<file path="src/hw/icyt_pkg.sv">
// Shared types and constants for the instruction cycle timing block.
// Assumes one clock domain; requesters supply effective address costs.
package icyt_pkg;

   // Operation, operand size, destination and source classes
   typedef enum logic [4:0] {
      OP_ADD, OP_SUB, OP_AND, OP_OR, OP_CMP, OP_EOR,
      OP_SIGNED_MULTIPLY, OP_UNSIGNED_MULTIPLY, OP_SIGNED_DIVIDE, OP_UNSIGNED_DIVIDE,
      OP_ADD_IMMEDIATE_OP, OP_SUBI, OP_ANDI, OP_ORI, OP_EORI, OP_CMPI,
      OP_ADD_QUICK_OP, OP_SUBTRACT_QUICK_OP, OP_LOAD_QUICK_OP
   } icyt_op_t;
   typedef enum logic [1:0] {SZ_BYTE, SZ_WORD, SZ_LONG} icyt_size_t;
   typedef enum logic [1:0] {DST_DREG, DST_AREG, DST_MEM} icyt_dst_t;
   typedef enum logic [1:0] {SRC_DREG, SRC_AREG, SRC_MEM, SRC_IMM} icyt_src_t;

   // Request: op, classes, effective address cost and source operand
   typedef struct packed {
      icyt_op_t op;
      icyt_size_t size;
      icyt_dst_t dst;
      icyt_src_t src;
      logic [7:0] ea_clk;
      logic [3:0] ea_rd;
      logic [3:0] ea_wr;
      logic [15:0] operand;
   } icyt_req_t;

   // Result: clock periods, bus reads, bus writes, illegal form
   typedef struct packed {
      logic [9:0] clocks;
      logic [4:0] reads;
      logic [4:0] writes;
      logic err;
   } icyt_res_t;

   // Table entry: base clocks, reads, writes, extendable, legal
   typedef struct packed {
      logic [7:0] clk;
      logic [3:0] rd;
      logic [3:0] wr;
      logic ext;
      logic ok;
   } icyt_ent_t;

   localparam icyt_ent_t E_BAD = '{8'h00, 4'h0, 4'h0, 1'b0, 1'b0};
   localparam icyt_ent_t E8_20X = '{8'h08, 4'h2, 4'h0, 1'b1, 1'b1};
   localparam icyt_ent_t E10_20X = '{8'h0A, 4'h2, 4'h0, 1'b1, 1'b1};
   localparam icyt_ent_t E12_20X = '{8'h0C, 4'h2, 4'h0, 1'b1, 1'b1};
   localparam icyt_ent_t E12_21X = '{8'h0C, 4'h2, 4'h1, 1'b1, 1'b1};
   localparam icyt_ent_t E16_22X = '{8'h10, 4'h2, 4'h2, 1'b1, 1'b1};
   localparam icyt_ent_t E24_24X = '{8'h18, 4'h2, 4'h4, 1'b1, 1'b1};
   localparam icyt_ent_t E20_41X = '{8'h14, 4'h4, 4'h1, 1'b1, 1'b1};
   localparam icyt_ent_t E24_42X = '{8'h18, 4'h4, 4'h2, 1'b1, 1'b1};
   localparam icyt_ent_t E40_64X = '{8'h28, 4'h6, 4'h4, 1'b1, 1'b1};
   localparam icyt_ent_t E8_20 = '{8'h08, 4'h2, 4'h0, 1'b0, 1'b1};
   localparam icyt_ent_t E12_20 = '{8'h0C, 4'h2, 4'h0, 1'b0, 1'b1};
   localparam icyt_ent_t E16_40 = '{8'h10, 4'h4, 4'h0, 1'b0, 1'b1};
   localparam icyt_ent_t E28_60 = '{8'h1C, 4'h6, 4'h0, 1'b0, 1'b1};
   localparam icyt_ent_t E26_60 = '{8'h1A, 4'h6, 4'h0, 1'b0, 1'b1};
   localparam icyt_ent_t E24_60 = '{8'h18, 4'h6, 4'h0, 1'b0, 1'b1};
   localparam icyt_ent_t E_MUL = '{8'h4A, 4'h2, 4'h0, 1'b1, 1'b1};
   localparam icyt_ent_t E_SIGNED_DIVIDE = '{8'hA2, 4'h2, 4'h0, 1'b1, 1'b1};
   localparam icyt_ent_t E_UNSIGNED_DIVIDE = '{8'h90, 4'h2, 4'h0, 1'b1, 1'b1};

   // Long register forms, multiply and divide bounds, check operands and timer ends
   localparam logic [7:0] LONG_BASE = 8'h0A;
   localparam logic [7:0] LONG_BUMP = 8'h02;
   localparam logic [9:0] MUL_FIXED = 10'h02A;
   localparam logic [9:0] MUL_MAX = 10'h04A;
   localparam logic [9:0] SIGNED_DIVIDE_MAX = 10'h0A2;
   localparam logic [9:0] UNSIGNED_DIVIDE_MAX = 10'h090;
   localparam logic [15:0] SIGNED_MULTIPLY_WORST = 16'h5555;
   localparam logic [15:0] UNSIGNED_MULTIPLY_WORST = 16'hFFFF;
   localparam logic [3:0] IMM_READS = 4'h4;
   localparam logic [9:0] TIMER_LAST = 10'h001;
   localparam logic [9:0] TIMER_IDLE = 10'h000;

endpackage

</file>
<file path="src/hw/icyt_mul_count.sv">
// Multiply step counter: derives n from the 16-bit source operand.
// Assumes a purely combinational use inside the timing block.
module icyt_mul_count #(
   parameter int W = 16
) (
   // Operand and mode
   input wire logic [W-1:0] operand,
   input wire logic signed_mode,
   // Step count
   output logic [$clog2(W+1)-1:0] n
);

   ////////////////////////////////////////////////////////////////////
   // Signed counts bit changes over operand with a zero appended below;
   // unsigned counts ones. Both share one adder chain.
   // RL6 signed bit changes
   // RL7 unsigned one bits
   always_comb
   begin
      logic [W:0] ext;
      ext = {operand, 1'b0};
      n = '0;
      for (int i = 0; i < W; i++)
      begin
         if (signed_mode)
            n = n + (ext[i+1] ^ ext[i]);
         else
            n = n + operand[i];
      end
   end

endmodule

</file>
<file path="src/hw/icyt_timing.sv">
// Instruction cycle timing engine for standard and immediate ALU forms.
// Assumes the requester supplies effective address clocks, reads, writes.
// Contract
// RL1: Every instruction reports total clocks, bus reads and bus writes.
// RL2: Extendable entries add effective address clocks, reads, writes separately.
// RL3: Standard counts cover operation, result store and next instruction fetch.
// RL4: Immediate counts also include reads fetching the immediate operand; subtract immediate to memory uses the standard memory counts instead.
// RL5: Both multiplies take 42+2n clocks, at most 74 plus address time.
// RL6: Signed multiply n counts bit changes over source with zero appended.
// RL7: Unsigned multiply n is the number of one bits in source.
// RL8: Divides take at most 162 signed, 144 unsigned; spread under 10%.
// RL9: Multiply and divide bases are maxima plus word address time.
// RL10: Long add, sub to address, or, and: 10 clocks, 12 register source. The code also gives 12 for an immediate source.
// RL11: Exclusive-or into data register accepts only data register source.
// RL12: A constant table holds base clocks, reads, writes per form.
module icyt_timing #(
   parameter int CLK_W = 10
) (
   // Clock and reset
   input wire logic clk_sys,
   input wire logic resetn,
   // Request
   input wire logic req_valid,
   input wire icyt_pkg::icyt_req_t req,
   output logic req_ready,
   // Result and execution timer
   output icyt_pkg::icyt_res_t res,
   output logic busy,
   output logic done
);

   icyt_pkg::icyt_ent_t ent;
   icyt_pkg::icyt_res_t calc;
   icyt_pkg::icyt_res_t res_reg, res_next;
   logic [CLK_W-1:0] timer_reg, timer_next;
   logic [4:0] mul_n;
   logic accept;
   logic is_mul;

   ////////////////////////////////////////////////////////////////////
   // Memory destination entries, standard and immediate shapes
   function automatic icyt_pkg::icyt_ent_t mem_std(icyt_pkg::icyt_size_t s);
      return (s == icyt_pkg::SZ_BYTE) ? icyt_pkg::E12_21X :
             (s == icyt_pkg::SZ_WORD) ? icyt_pkg::E16_22X : icyt_pkg::E24_24X;
   endfunction

   function automatic icyt_pkg::icyt_ent_t mem_imm(icyt_pkg::icyt_size_t s);
      return (s == icyt_pkg::SZ_BYTE) ? icyt_pkg::E20_41X :
             (s == icyt_pkg::SZ_WORD) ? icyt_pkg::E24_42X : icyt_pkg::E40_64X;
   endfunction

   ////////////////////////////////////////////////////////////////////
   // Base table lookup
   // RL12 constant timing table
   always_comb
   begin
      logic lng;
      logic dr;
      lng = (req.size == icyt_pkg::SZ_LONG);
      dr = (req.dst == icyt_pkg::DST_DREG);
      ent = icyt_pkg::E_BAD;
      unique case (req.op)
         icyt_pkg::OP_ADD, icyt_pkg::OP_SUB, icyt_pkg::OP_AND, icyt_pkg::OP_OR:
         begin
            // RL3 store and fetch included
            if (dr)
               ent = lng ? icyt_pkg::E10_20X : icyt_pkg::E8_20X;
            else if (req.dst == icyt_pkg::DST_MEM)
               ent = mem_std(req.size);
            else if (req.op == icyt_pkg::OP_ADD || req.op == icyt_pkg::OP_SUB)
               ent = lng ? icyt_pkg::E10_20X : icyt_pkg::E12_20X;
         end
         icyt_pkg::OP_CMP:
         begin
            if (dr)
               ent = lng ? icyt_pkg::E10_20X : icyt_pkg::E8_20X;
            else if (req.dst == icyt_pkg::DST_AREG && req.size != icyt_pkg::SZ_BYTE)
               ent = icyt_pkg::E10_20X;
         end
         icyt_pkg::OP_EOR:
         begin
            // RL11 data register source only
            if (dr && req.src == icyt_pkg::SRC_DREG)
               ent = lng ? icyt_pkg::E12_20X : icyt_pkg::E8_20X;
            else if (req.dst == icyt_pkg::DST_MEM)
               ent = mem_std(req.size);
         end
         icyt_pkg::OP_SIGNED_MULTIPLY, icyt_pkg::OP_UNSIGNED_MULTIPLY:
         begin
            if (dr && req.size == icyt_pkg::SZ_WORD)
               ent = icyt_pkg::E_MUL;
         end
         icyt_pkg::OP_SIGNED_DIVIDE, icyt_pkg::OP_UNSIGNED_DIVIDE:
         begin
            // RL8 worst case divide bases
            if (dr && req.size == icyt_pkg::SZ_WORD)
               ent = (req.op == icyt_pkg::OP_SIGNED_DIVIDE) ? icyt_pkg::E_SIGNED_DIVIDE : icyt_pkg::E_UNSIGNED_DIVIDE;
         end
         icyt_pkg::OP_ADD_IMMEDIATE_OP, icyt_pkg::OP_ANDI, icyt_pkg::OP_ORI, icyt_pkg::OP_EORI,
         icyt_pkg::OP_SUBI:
         begin
            // RL4 immediate fetch reads, except subtract immediate to memory, which takes the standard memory shape
            if (dr)
               ent = lng ? icyt_pkg::E28_60 : icyt_pkg::E16_40;
            else if (req.dst == icyt_pkg::DST_MEM)
               ent = (req.op == icyt_pkg::OP_SUBI) ? mem_std(req.size) : mem_imm(req.size);
         end
         icyt_pkg::OP_CMPI:
         begin
            if (dr)
               ent = lng ? icyt_pkg::E26_60 : icyt_pkg::E16_40;
            else if (req.dst == icyt_pkg::DST_MEM)
               ent = lng ? icyt_pkg::E24_60 : icyt_pkg::E16_40;
         end
         icyt_pkg::OP_ADD_QUICK_OP, icyt_pkg::OP_SUBTRACT_QUICK_OP:
         begin
            if (dr)
               ent = lng ? icyt_pkg::E12_20 : icyt_pkg::E8_20;
            else if (req.dst == icyt_pkg::DST_AREG && req.size != icyt_pkg::SZ_BYTE)
               ent = icyt_pkg::E12_20;
            else if (req.dst == icyt_pkg::DST_MEM)
               ent = (req.op == icyt_pkg::OP_ADD_QUICK_OP) ? mem_std(req.size) : mem_imm(req.size);
         end
         icyt_pkg::OP_LOAD_QUICK_OP:
         begin
            if (dr && lng)
               ent = icyt_pkg::E8_20;
         end
         default:
            ent = icyt_pkg::E_BAD;
      endcase
   end

   // Multiply step count from the source operand
   icyt_mul_count #(.W(16)) u_mul_count (
      .operand(req.operand),
      .signed_mode(req.op == icyt_pkg::OP_SIGNED_MULTIPLY),
      .n(mul_n)
   );

   assign is_mul = (req.op == icyt_pkg::OP_SIGNED_MULTIPLY) || (req.op == icyt_pkg::OP_UNSIGNED_MULTIPLY);

   ////////////////////////////////////////////////////////////////////
   // Totals; multiply replaces its table maximum by the real count
   always_comb
   begin
      logic [9:0] base;
      base = {2'b00, ent.clk};
      // RL10 long register or immediate source bump
      if (ent.clk == icyt_pkg::LONG_BASE && req.op != icyt_pkg::OP_CMP
          && req.src != icyt_pkg::SRC_MEM)
         base = {2'b00, ent.clk + icyt_pkg::LONG_BUMP};
      // RL5 multiply duration formula
      if (is_mul)
         base = icyt_pkg::MUL_FIXED + {4'h0, mul_n, 1'b0};
      calc.err = !ent.ok;
      calc.clocks = ent.ok ? base : '0;
      calc.reads = {1'b0, ent.rd};
      calc.writes = {1'b0, ent.wr};
      // RL2 add address cost
      // RL9 word address time added
      if (ent.ext)
      begin
         calc.clocks = base + {2'b00, req.ea_clk};
         calc.reads = {1'b0, ent.rd} + {1'b0, req.ea_rd};
         calc.writes = {1'b0, ent.wr} + {1'b0, req.ea_wr};
      end
   end

   ////////////////////////////////////////////////////////////////////
   // Result register and execution timer; one instruction at a time
   // so a new request waits until the previous one has spent its clocks
   assign accept = req_valid && req_ready;

   always_comb
   begin
      res_next = res_reg;
      timer_next = (timer_reg != icyt_pkg::TIMER_IDLE) ? timer_reg - 1'b1 : timer_reg;
      // RL1 three counts recorded
      if (accept)
      begin
         res_next = calc;
         timer_next = CLK_W'(calc.clocks);
      end
   end

   always_ff @(posedge clk_sys or negedge resetn)
   begin
      if (!resetn)
      begin
         res_reg <= '0;
         timer_reg <= '0;
      end
      else
      begin
         res_reg <= res_next;
         timer_reg <= timer_next;
      end
   end

   assign res = res_reg;
   assign busy = (timer_reg != icyt_pkg::TIMER_IDLE);
   assign done = (timer_reg == icyt_pkg::TIMER_LAST);
   assign req_ready = !busy;

   ////////////////////////////////////////////////////////////////////
   // Checks on the reported counts and the timer
   property p_counts;
      @(posedge clk_sys) disable iff (!resetn)
      accept && ent.ok |=> busy && res.clocks != '0 && res.reads != '0;
   endproperty
   a_counts: assert property (p_counts) else $error("legal form gave no counts"); // RL1

   property p_ext_sum;
      @(posedge clk_sys) disable iff (!resetn)
      accept && ent.ext && !is_mul |=> res.reads == $past(ent.rd) + $past(req.ea_rd)
         && res.writes == $past(ent.wr) + $past(req.ea_wr);
   endproperty
   a_ext_sum: assert property (p_ext_sum) else $error("address cost not summed"); // RL2

   property p_mem_store;
      @(posedge clk_sys) disable iff (!resetn)
      accept && req.dst == icyt_pkg::DST_MEM && req.op == icyt_pkg::OP_ADD
      |=> res.writes != '0;
   endproperty
   a_mem_store: assert property (p_mem_store) else $error("memory store not counted"); // RL3

   property p_imm_reads;
      @(posedge clk_sys) disable iff (!resetn)
      accept && req.op == icyt_pkg::OP_ADD_IMMEDIATE_OP && req.dst == icyt_pkg::DST_DREG
      |=> res.reads >= icyt_pkg::IMM_READS;
   endproperty
   a_imm_reads: assert property (p_imm_reads) else $error("immediate fetch missing"); // RL4

   property p_mul_bound;
      @(posedge clk_sys) disable iff (!resetn)
      accept && is_mul && ent.ok |=> res.clocks <= icyt_pkg::MUL_MAX + $past(req.ea_clk);
   endproperty
   a_mul_bound: assert property (p_mul_bound) else $error("multiply above maximum"); // RL5

   property p_signed_multiply_worst;
      @(posedge clk_sys) disable iff (!resetn)
      accept && ent.ok && req.op == icyt_pkg::OP_SIGNED_MULTIPLY && req.operand == icyt_pkg::SIGNED_MULTIPLY_WORST
      |=> res.clocks == icyt_pkg::MUL_MAX + $past(req.ea_clk);
   endproperty
   a_signed_multiply_worst: assert property (p_signed_multiply_worst) else $error("signed worst case wrong"); // RL6

   property p_unsigned_multiply_worst;
      @(posedge clk_sys) disable iff (!resetn)
      accept && ent.ok && req.op == icyt_pkg::OP_UNSIGNED_MULTIPLY && req.operand == icyt_pkg::UNSIGNED_MULTIPLY_WORST
      |=> res.clocks == icyt_pkg::MUL_MAX + $past(req.ea_clk);
   endproperty
   a_unsigned_multiply_worst: assert property (p_unsigned_multiply_worst) else $error("unsigned worst case wrong"); // RL7

   property p_div;
      @(posedge clk_sys) disable iff (!resetn)
      accept && ent.ok && req.op == icyt_pkg::OP_SIGNED_DIVIDE
      |=> res.clocks == icyt_pkg::SIGNED_DIVIDE_MAX + $past(req.ea_clk);
   endproperty
   a_div: assert property (p_div) else $error("signed divide count wrong"); // RL8

   property p_unsigned_divide;
      @(posedge clk_sys) disable iff (!resetn)
      accept && ent.ok && req.op == icyt_pkg::OP_UNSIGNED_DIVIDE
      |=> res.clocks == icyt_pkg::UNSIGNED_DIVIDE_MAX + $past(req.ea_clk); 
   endproperty
   a_unsigned_divide: assert property (p_unsigned_divide) else $error("unsigned divide count wrong"); // RL9

   property p_long_bump;
      @(posedge clk_sys) disable iff (!resetn)
      accept && req.op == icyt_pkg::OP_OR && req.dst == icyt_pkg::DST_DREG
      && req.size == icyt_pkg::SZ_LONG && req.src == icyt_pkg::SRC_IMM
      |=> res.clocks == icyt_pkg::LONG_BASE + icyt_pkg::LONG_BUMP + $past(req.ea_clk);
   endproperty
   a_long_bump: assert property (p_long_bump) else $error("long register bump missing"); // RL10

   property p_eor_src;
      @(posedge clk_sys) disable iff (!resetn)
      accept && req.op == icyt_pkg::OP_EOR && req.dst == icyt_pkg::DST_DREG
      && req.src != icyt_pkg::SRC_DREG |=> res.err && !busy;
   endproperty
   a_eor_src: assert property (p_eor_src) else $error("bad exclusive-or source taken"); // RL11

   property p_timer;
      @(posedge clk_sys) disable iff (!resetn)
      accept && ent.ok && req.op == icyt_pkg::OP_LOAD_QUICK_OP |=> busy [*7] ##1 done ##1 !busy;
   endproperty
   a_timer: assert property (p_timer) else $error("timer length wrong"); // RL12

endmodule

</file>
<file path="config.mk">
export PLATFORM = sky130hd
export DESIGN_NAME = icyt_timing
export DESIGN_NICKNAME = d
export VERILOG_FILES = /design/src/hw/icyt_pkg.sv /design/src/hw/icyt_mul_count.sv /design/src/hw/icyt_timing.sv
export SDC_FILE = /design/constraint.sdc
export NUM_CORES = 1
export LEC_CHECK = 0
export BUFFER_PORTS_ARGS = -buffer_cell sky130_fd_sc_hd__buf_4
export CAP_MARGIN = 20
export CORE_ASPECT_RATIO = 1.1
export CORE_MARGIN = 2
export CORE_UTILIZATION = 53
export CTS_CLUSTER_SIZE = 25
export DETAILED_ROUTE_END_ITERATION = 8
export PLACE_DENSITY = 0.87
export SKIP_LAST_GASP = 1
export SYNTH_ARGS = -nofsm -noshare
export SYNTH_HDL_FRONTEND = slang
export SYNTH_SLANG_ARGS = --single-unit
</file>
<file path="constraint.sdc">
create_clock -name clk_sys -period 2.3 [get_ports clk_sys]
set_input_delay 0.23 -clock clk_sys [delete_from_list [all_inputs] [get_ports clk_sys]]
set_output_delay 0.23 -clock clk_sys [all_outputs]
set_load 0.05 [all_outputs]
</file>
==> metrics.csv, run 1 <==
metric,value,unit
root cell of the clock tree,clkbuf_8,
run-stopping error,[ERROR GRT-0232] Routing congestion too high. Check the congestion heatmap in the GUI.,
Max Buffers Root-to-Sink,2,
Port-buffer cells,68,
cell area after synthesis,4350,sq um
overall routing resource usage,60.0,%
Post-synth ARST share,100,%
number of synthesized register bits,30,
die boundary width,90.4,microns
"Cell Area, Placed",6390,sq um
TritonCTS sink count,30,
Synthesized Nets,661,
worst ep type,register data pin,
clock buffer count from CTS,5,
largest net degree at the start of global routing,31,
post-synthesis instance total,563,
mean instance size in the synthesized netlist,7.72,sq um
Die Ht,99.0,microns
FP Rows,34,
distinct cell type count of the synthesized netlist,75,
Detailed Place HPWL,11.6,mm
Post-Place Cells,863,
"EDFF count, synth",0,
number of H-tree levels,2,
Fail Step,global routing,
RePlAce Congestion,1.01,
outcome,did not finish,
initial cell density of the core,54.7,%
worst setup endpoint after the global-route repair_timing,timer_reg[8]$_DFFE_PN0P_/D,
overflow left after global routing,7,
"Seq/Total Area, Yosys",17.3,%
commonest register cell after synthesis,dfrtp_1,
total I/O pin count,70,
Yosys warning total,0,
## kinds of logic after synthesis
logic type,Yosys count,synth area share [%]
AOI/OAI and AO/OA,137,20.3
xor gates and xnor gates,60,14.5
adders and majority gates,52,15.5
buffers and inverters,56,4.98
DFF,30,17.3
muxes,14,3.42
other,1,0.0862
and+or+nand+nor,213,24.0
## Yosys cell counts, drive strengths merged, types with 3 or more instances
cell / number / area share (%)
dfrtp: 30 / 17
nand2: 87 / 7.5
a21o: 6 / 1.0
buf: 4 / 0.46
o21ai: 36 / 4.1
nor2b: 4 / 0.58
mux2: 7 / 1.8
nand3: 11 / 1.3
a221o: 3 / 0.69
or3: 4 / 0.58
o21bai: 4 / 0.69
nor3b: 4 / 0.69
nor3: 17 / 2.0
inv: 28 / 2.4
o211ai: 4 / 0.69
xor2: 13 / 2.8
a21oi: 36 / 4.1
a211oi: 4 / 0.69
clkbuf: 22 / 1.9
or4: 3 / 0.60
a31oi: 5 / 0.72
ha: 49 / 14
xnor3: 6 / 3.3
fa: 3 / 1.4
o221ai: 4 / 0.81
nor2: 37 / 3.2
xnor2: 41 / 8.4
and2: 10 / 1.4
nor4: 6 / 0.86
nand2b: 10 / 1.4
and3: 3 / 0.43
mux2i: 7 / 1.6
o22ai: 6 / 0.86
o31ai: 5 / 0.86
## stage by stage
stage / util [%] / TNS, ns / setup WS [ns]
floorplan: - / -73.67 / -5.35
CTS: 86.0 / -69.27 / -4.96
detailed placement: 80.3 / -78.84 / -5.44
global placement: 80.3 / -75.37 / -5.14
## timing repair
action,in CTS
endpoints found under the setup margin,24
resized for setup,51
buffers inserted,16
hold buffers,1
hold endpoints to repair,30
pin swaps,45
## routing by layer
| metal | GRT overflow | global-route usage, % |
|---|---|---|
| met3 | 0 | 29.3 |
| met2 | 4 | 89.6 |
| met5 | 0 | 5.56 |
| met4 | 3 | 61.5 |
| met1 | 0 | 58.7 |
==> inputs of run 2 (changes only) <==
--- a/config.mk
+++ b/config.mk
@@ -7,12 +7,10 @@
 export LEC_CHECK = 0
 export BUFFER_PORTS_ARGS = -buffer_cell sky130_fd_sc_hd__buf_4
 export CAP_MARGIN = 20
-export CORE_ASPECT_RATIO = 1.1
 export CORE_MARGIN = 2
-export CORE_UTILIZATION = 53
-export CTS_CLUSTER_SIZE = 25
+export CORE_UTILIZATION = 40
 export DETAILED_ROUTE_END_ITERATION = 8
-export PLACE_DENSITY = 0.87
+export PLACE_DENSITY_LB_ADDON = 0.15
 export SKIP_LAST_GASP = 1
 export SYNTH_ARGS = -nofsm -noshare
 export SYNTH_HDL_FRONTEND = slang
==> constraint.sdc (replaced) <==
create_clock -name clk_sys -period 3 [get_ports clk_sys]
set_input_delay 0.3 -clock clk_sys [delete_from_list [all_inputs] [get_ports clk_sys]]
set_output_delay 0.3 -clock clk_sys [all_outputs]
set_load 0.05 [all_outputs]
==> run 2 against run 1 <==
  * The flow now finishes, with violations (setup timing)
  * Area after synthesis is the same
  * Synthesized cell count stayed put
==> metrics.csv, run 2 <==
metric,value,unit,change
outcome,"complete, but fails checks",,
violated checks,setup timing,,
number of H-tree levels,2,,unchanged
Final Non-Filler Cells,912,,
clock buffer count from CTS,5,,unchanged
routed wirelength normalized by instance count,14.4,microns,
initial cell density of the core,40.5,%,-14 points
1st-iter DRT viols,299,,
type of element launching the critical path,input pin,,
detailed-router iteration count before antenna repair,4,,
Post-Place Worst Slack,-4.79,ns,+0.649 ns
die boundary width,108,microns,+20%
worst-path fanout max,4,,
final count of hold timing violations,0,,
Port-buffer cells,68,,unchanged
Synthesized Nets,661,,unchanged
distinct cell type count of the synthesized netlist,75,,unchanged
"leading cell type in the layout, fill and taps excluded",buf_4,,
"count leader, synth",nand2_1,,
"Seq/Total Area, Yosys",17.3,%,unchanged
overall die area,11700,sq um,
standard cell core area,10700,sq um,
clock transition at the registers of the reported paths,0.07,ns,
Residual DRC,0,,
Max VDD drop,1.01,mV,
cell area after layout,6910,sq um,
total I/O pin count,70,,unchanged
worst-skew pair later-pin latency,0.28,ns,
min cycle time layout,7.13,ns,
cell area after synthesis,4350,sq um,unchanged
worst stage delay on the critical path,0.38,ns,
layout cell share with drive strength beyond 1,41.7,%,
first-pass GRT wire length,21.2,mm,
"Largest delay share family, worst path",adder cells,,
FP Rows,38,,+12%
Post-Place Cells,888,,+2.9%
share of the synthesized area in the top cell type,17.3,%,unchanged
mean instance size in the synthesized netlist,7.72,sq um,unchanged
number of synthesized register bits,30,,unchanged
commonest register cell after synthesis,dfrtp_1,,
"Arr. time, crit path",7.30,ns,
worst setup path category,input pin to flop,,
setup clock skew after layout,0.00316,ns,
Static Leak,3.13,nW,
max-capacitance violation count,0,,
dominant cells by area after synthesis,"dfrtp_1 17%, ha_1 14%, xnor2_1 8.1%",,
setup violation total in the final timing report,16,,
antenna fix cells,0,,
RePlAce Congestion,0.881,,-13%
Yosys warning total,0,,unchanged
cell taking the most area after synthesis,dfrtp_1,,
number of flip-flops under the largest register name,20,,
Detailed Place HPWL,10.6,mm,-8.6%
Max Clock Freq,0.140,GHz,
crit path capture type,flop,,
combined buffer and inverter count along the critical path,4,,
via/cell ratio,5.25,,
max-slew violations,0,,
largest net degree at the start of global routing,31,,
overflow left after global routing,0,,
vias in the first global route,4685,,
"commonest non-fill, non-tap cells in the layout","216 x buf_4, 83 x nand2_1, 36 x nor2_1, 33 x a21oi_1, 31 x ha_4",,
root cell of the clock tree,clkbuf_8,,
number of nets with antenna violations after routing,0,,
TritonCTS sink count,30,,unchanged
Max Buffers Root-to-Sink,2,,unchanged
Synth top cells by count,"87 x nand2_1, 49 x ha_1, 40 x xnor2_1",,
via count of the routed design,4784,,
final net count,869,,
"Cell Area, Placed",6350,sq um,-0.63%
final setup TNS,-56.00,ns,
area delta synth->final,59.0,%,
cell repeated most along the worst path,ha_4,,
unrepaired setup endpoints after global routing,yes,,
slowest cell on the critical path,or3_4,,
Die Ht,108,microns,+9.4%
"EDFF count, synth",0,,unchanged
Routed WL,13.1,mm,
setup slack after layout,-4.13,ns,
period utilisation layout,238,%,
path type of the worst min-delay path,input pin to flop,,
power density over the cells,1200,nW/um^2,
Post-synth ARST share,100,%,unchanged
filler instances,941,,
number of antenna violations at the first check in global routing,0,,
post-synthesis instance total,563,,unchanged
overall routing resource usage,22.4,%,
clock tree from TritonCTS,yes,,
data required time of the worst path,3.17,ns,
[run 2: cell counts after synthesis]
Identical to the previous run, type by type.
[run 2: area by class of cell]
type | instances | area (sq um) | area share [%]
clock buffers | 7 | 86.3 | 1.25
clock inverters | 1 | 5.00 | 0.0724
inverters | 30 | 115 | 1.66
multi-input cells | 477 | 4040 | 58.4
flip-flops and latches | 30 | 751 | 10.9
well taps | 140 | 175 | 2.53
repair buffers | 227 | 1740 | 25.2
[run 2: cell families after synthesis]
logic type               after synthesis  synth area share (%)
flip-flops                            30                  17.3
XOR/XNOR                              60                  14.5
AO/OA/AOI/OAI                        137                  20.3
AND/OR/NAND/NOR                      213                  24.0
buffers and inverters                 56                  4.98
multiplexers                          14                  3.42
adder cells (fa/ha/maj)               52                  15.5
other                                  1                0.0862
[run 2: timing repair]
action	CTS	global route
hold endpoints to repair	30	0
resized for setup	36	24
endpoints found under the setup margin	16	16
hold buffers	1	0
pin swaps	30	18
setup buffers	13	5
[run 2: metal layers]
metal | share of wire (%) | wire, microns | track usage (%) | vias up
met1 | 43 | 5600 | 26.6 | 2235
met3 | 3.2 | 418 | 2.77 | 23
met4 | 2.5 | 327 | 6.68 | 0
li1 | - | - | - | 2419
met2 | 52 | 6800 | 41.8 | 107
met5 | 0 | 0 | 0 | -
[run 2: power by group]
group | internal (mW) | total [mW] | switching, mW | leakage [nW]
Combinational | 4.40 | 7.53 | 3.13 | 2.70
Sequential | 0.404 | 0.404 | 0 | 0.388
Clock | 0.185 | 0.340 | 0.155 | 0.0482
[run 2: worst paths after layout]
kind	startpoint	endpoint	slack (ns)	depth (start not counted)
setup / recovery	req[41]	timer_reg[8]	-4.13	38
hold / removal	req_valid	timer_reg[0]	0.24	2
hold reg to reg	res[7]	res[7]	0.48	2
setup reg to reg	timer_reg[2]	res[15]	0.10	11
min in group asynchronous	resetn	res[19]	0.48	2
max in group asynchronous	resetn	res[3]	2.23	2
[run 2: stage by stage]
step | total power, mW | hold slack (ns) | util, %
after floorplan | 4.42 | 0.00441 | -
after global placement | 6.14 | 0.247 | 59.1
after detailed placement | 6.29 | 0.256 | 59.1
after CTS | 7.78 | 0.238 | 62.6
after global routing | 8.95 | 0.256 | 64.3
final | 8.28 | 0.242 | 64.3
(Power assumes the default switching activity.)
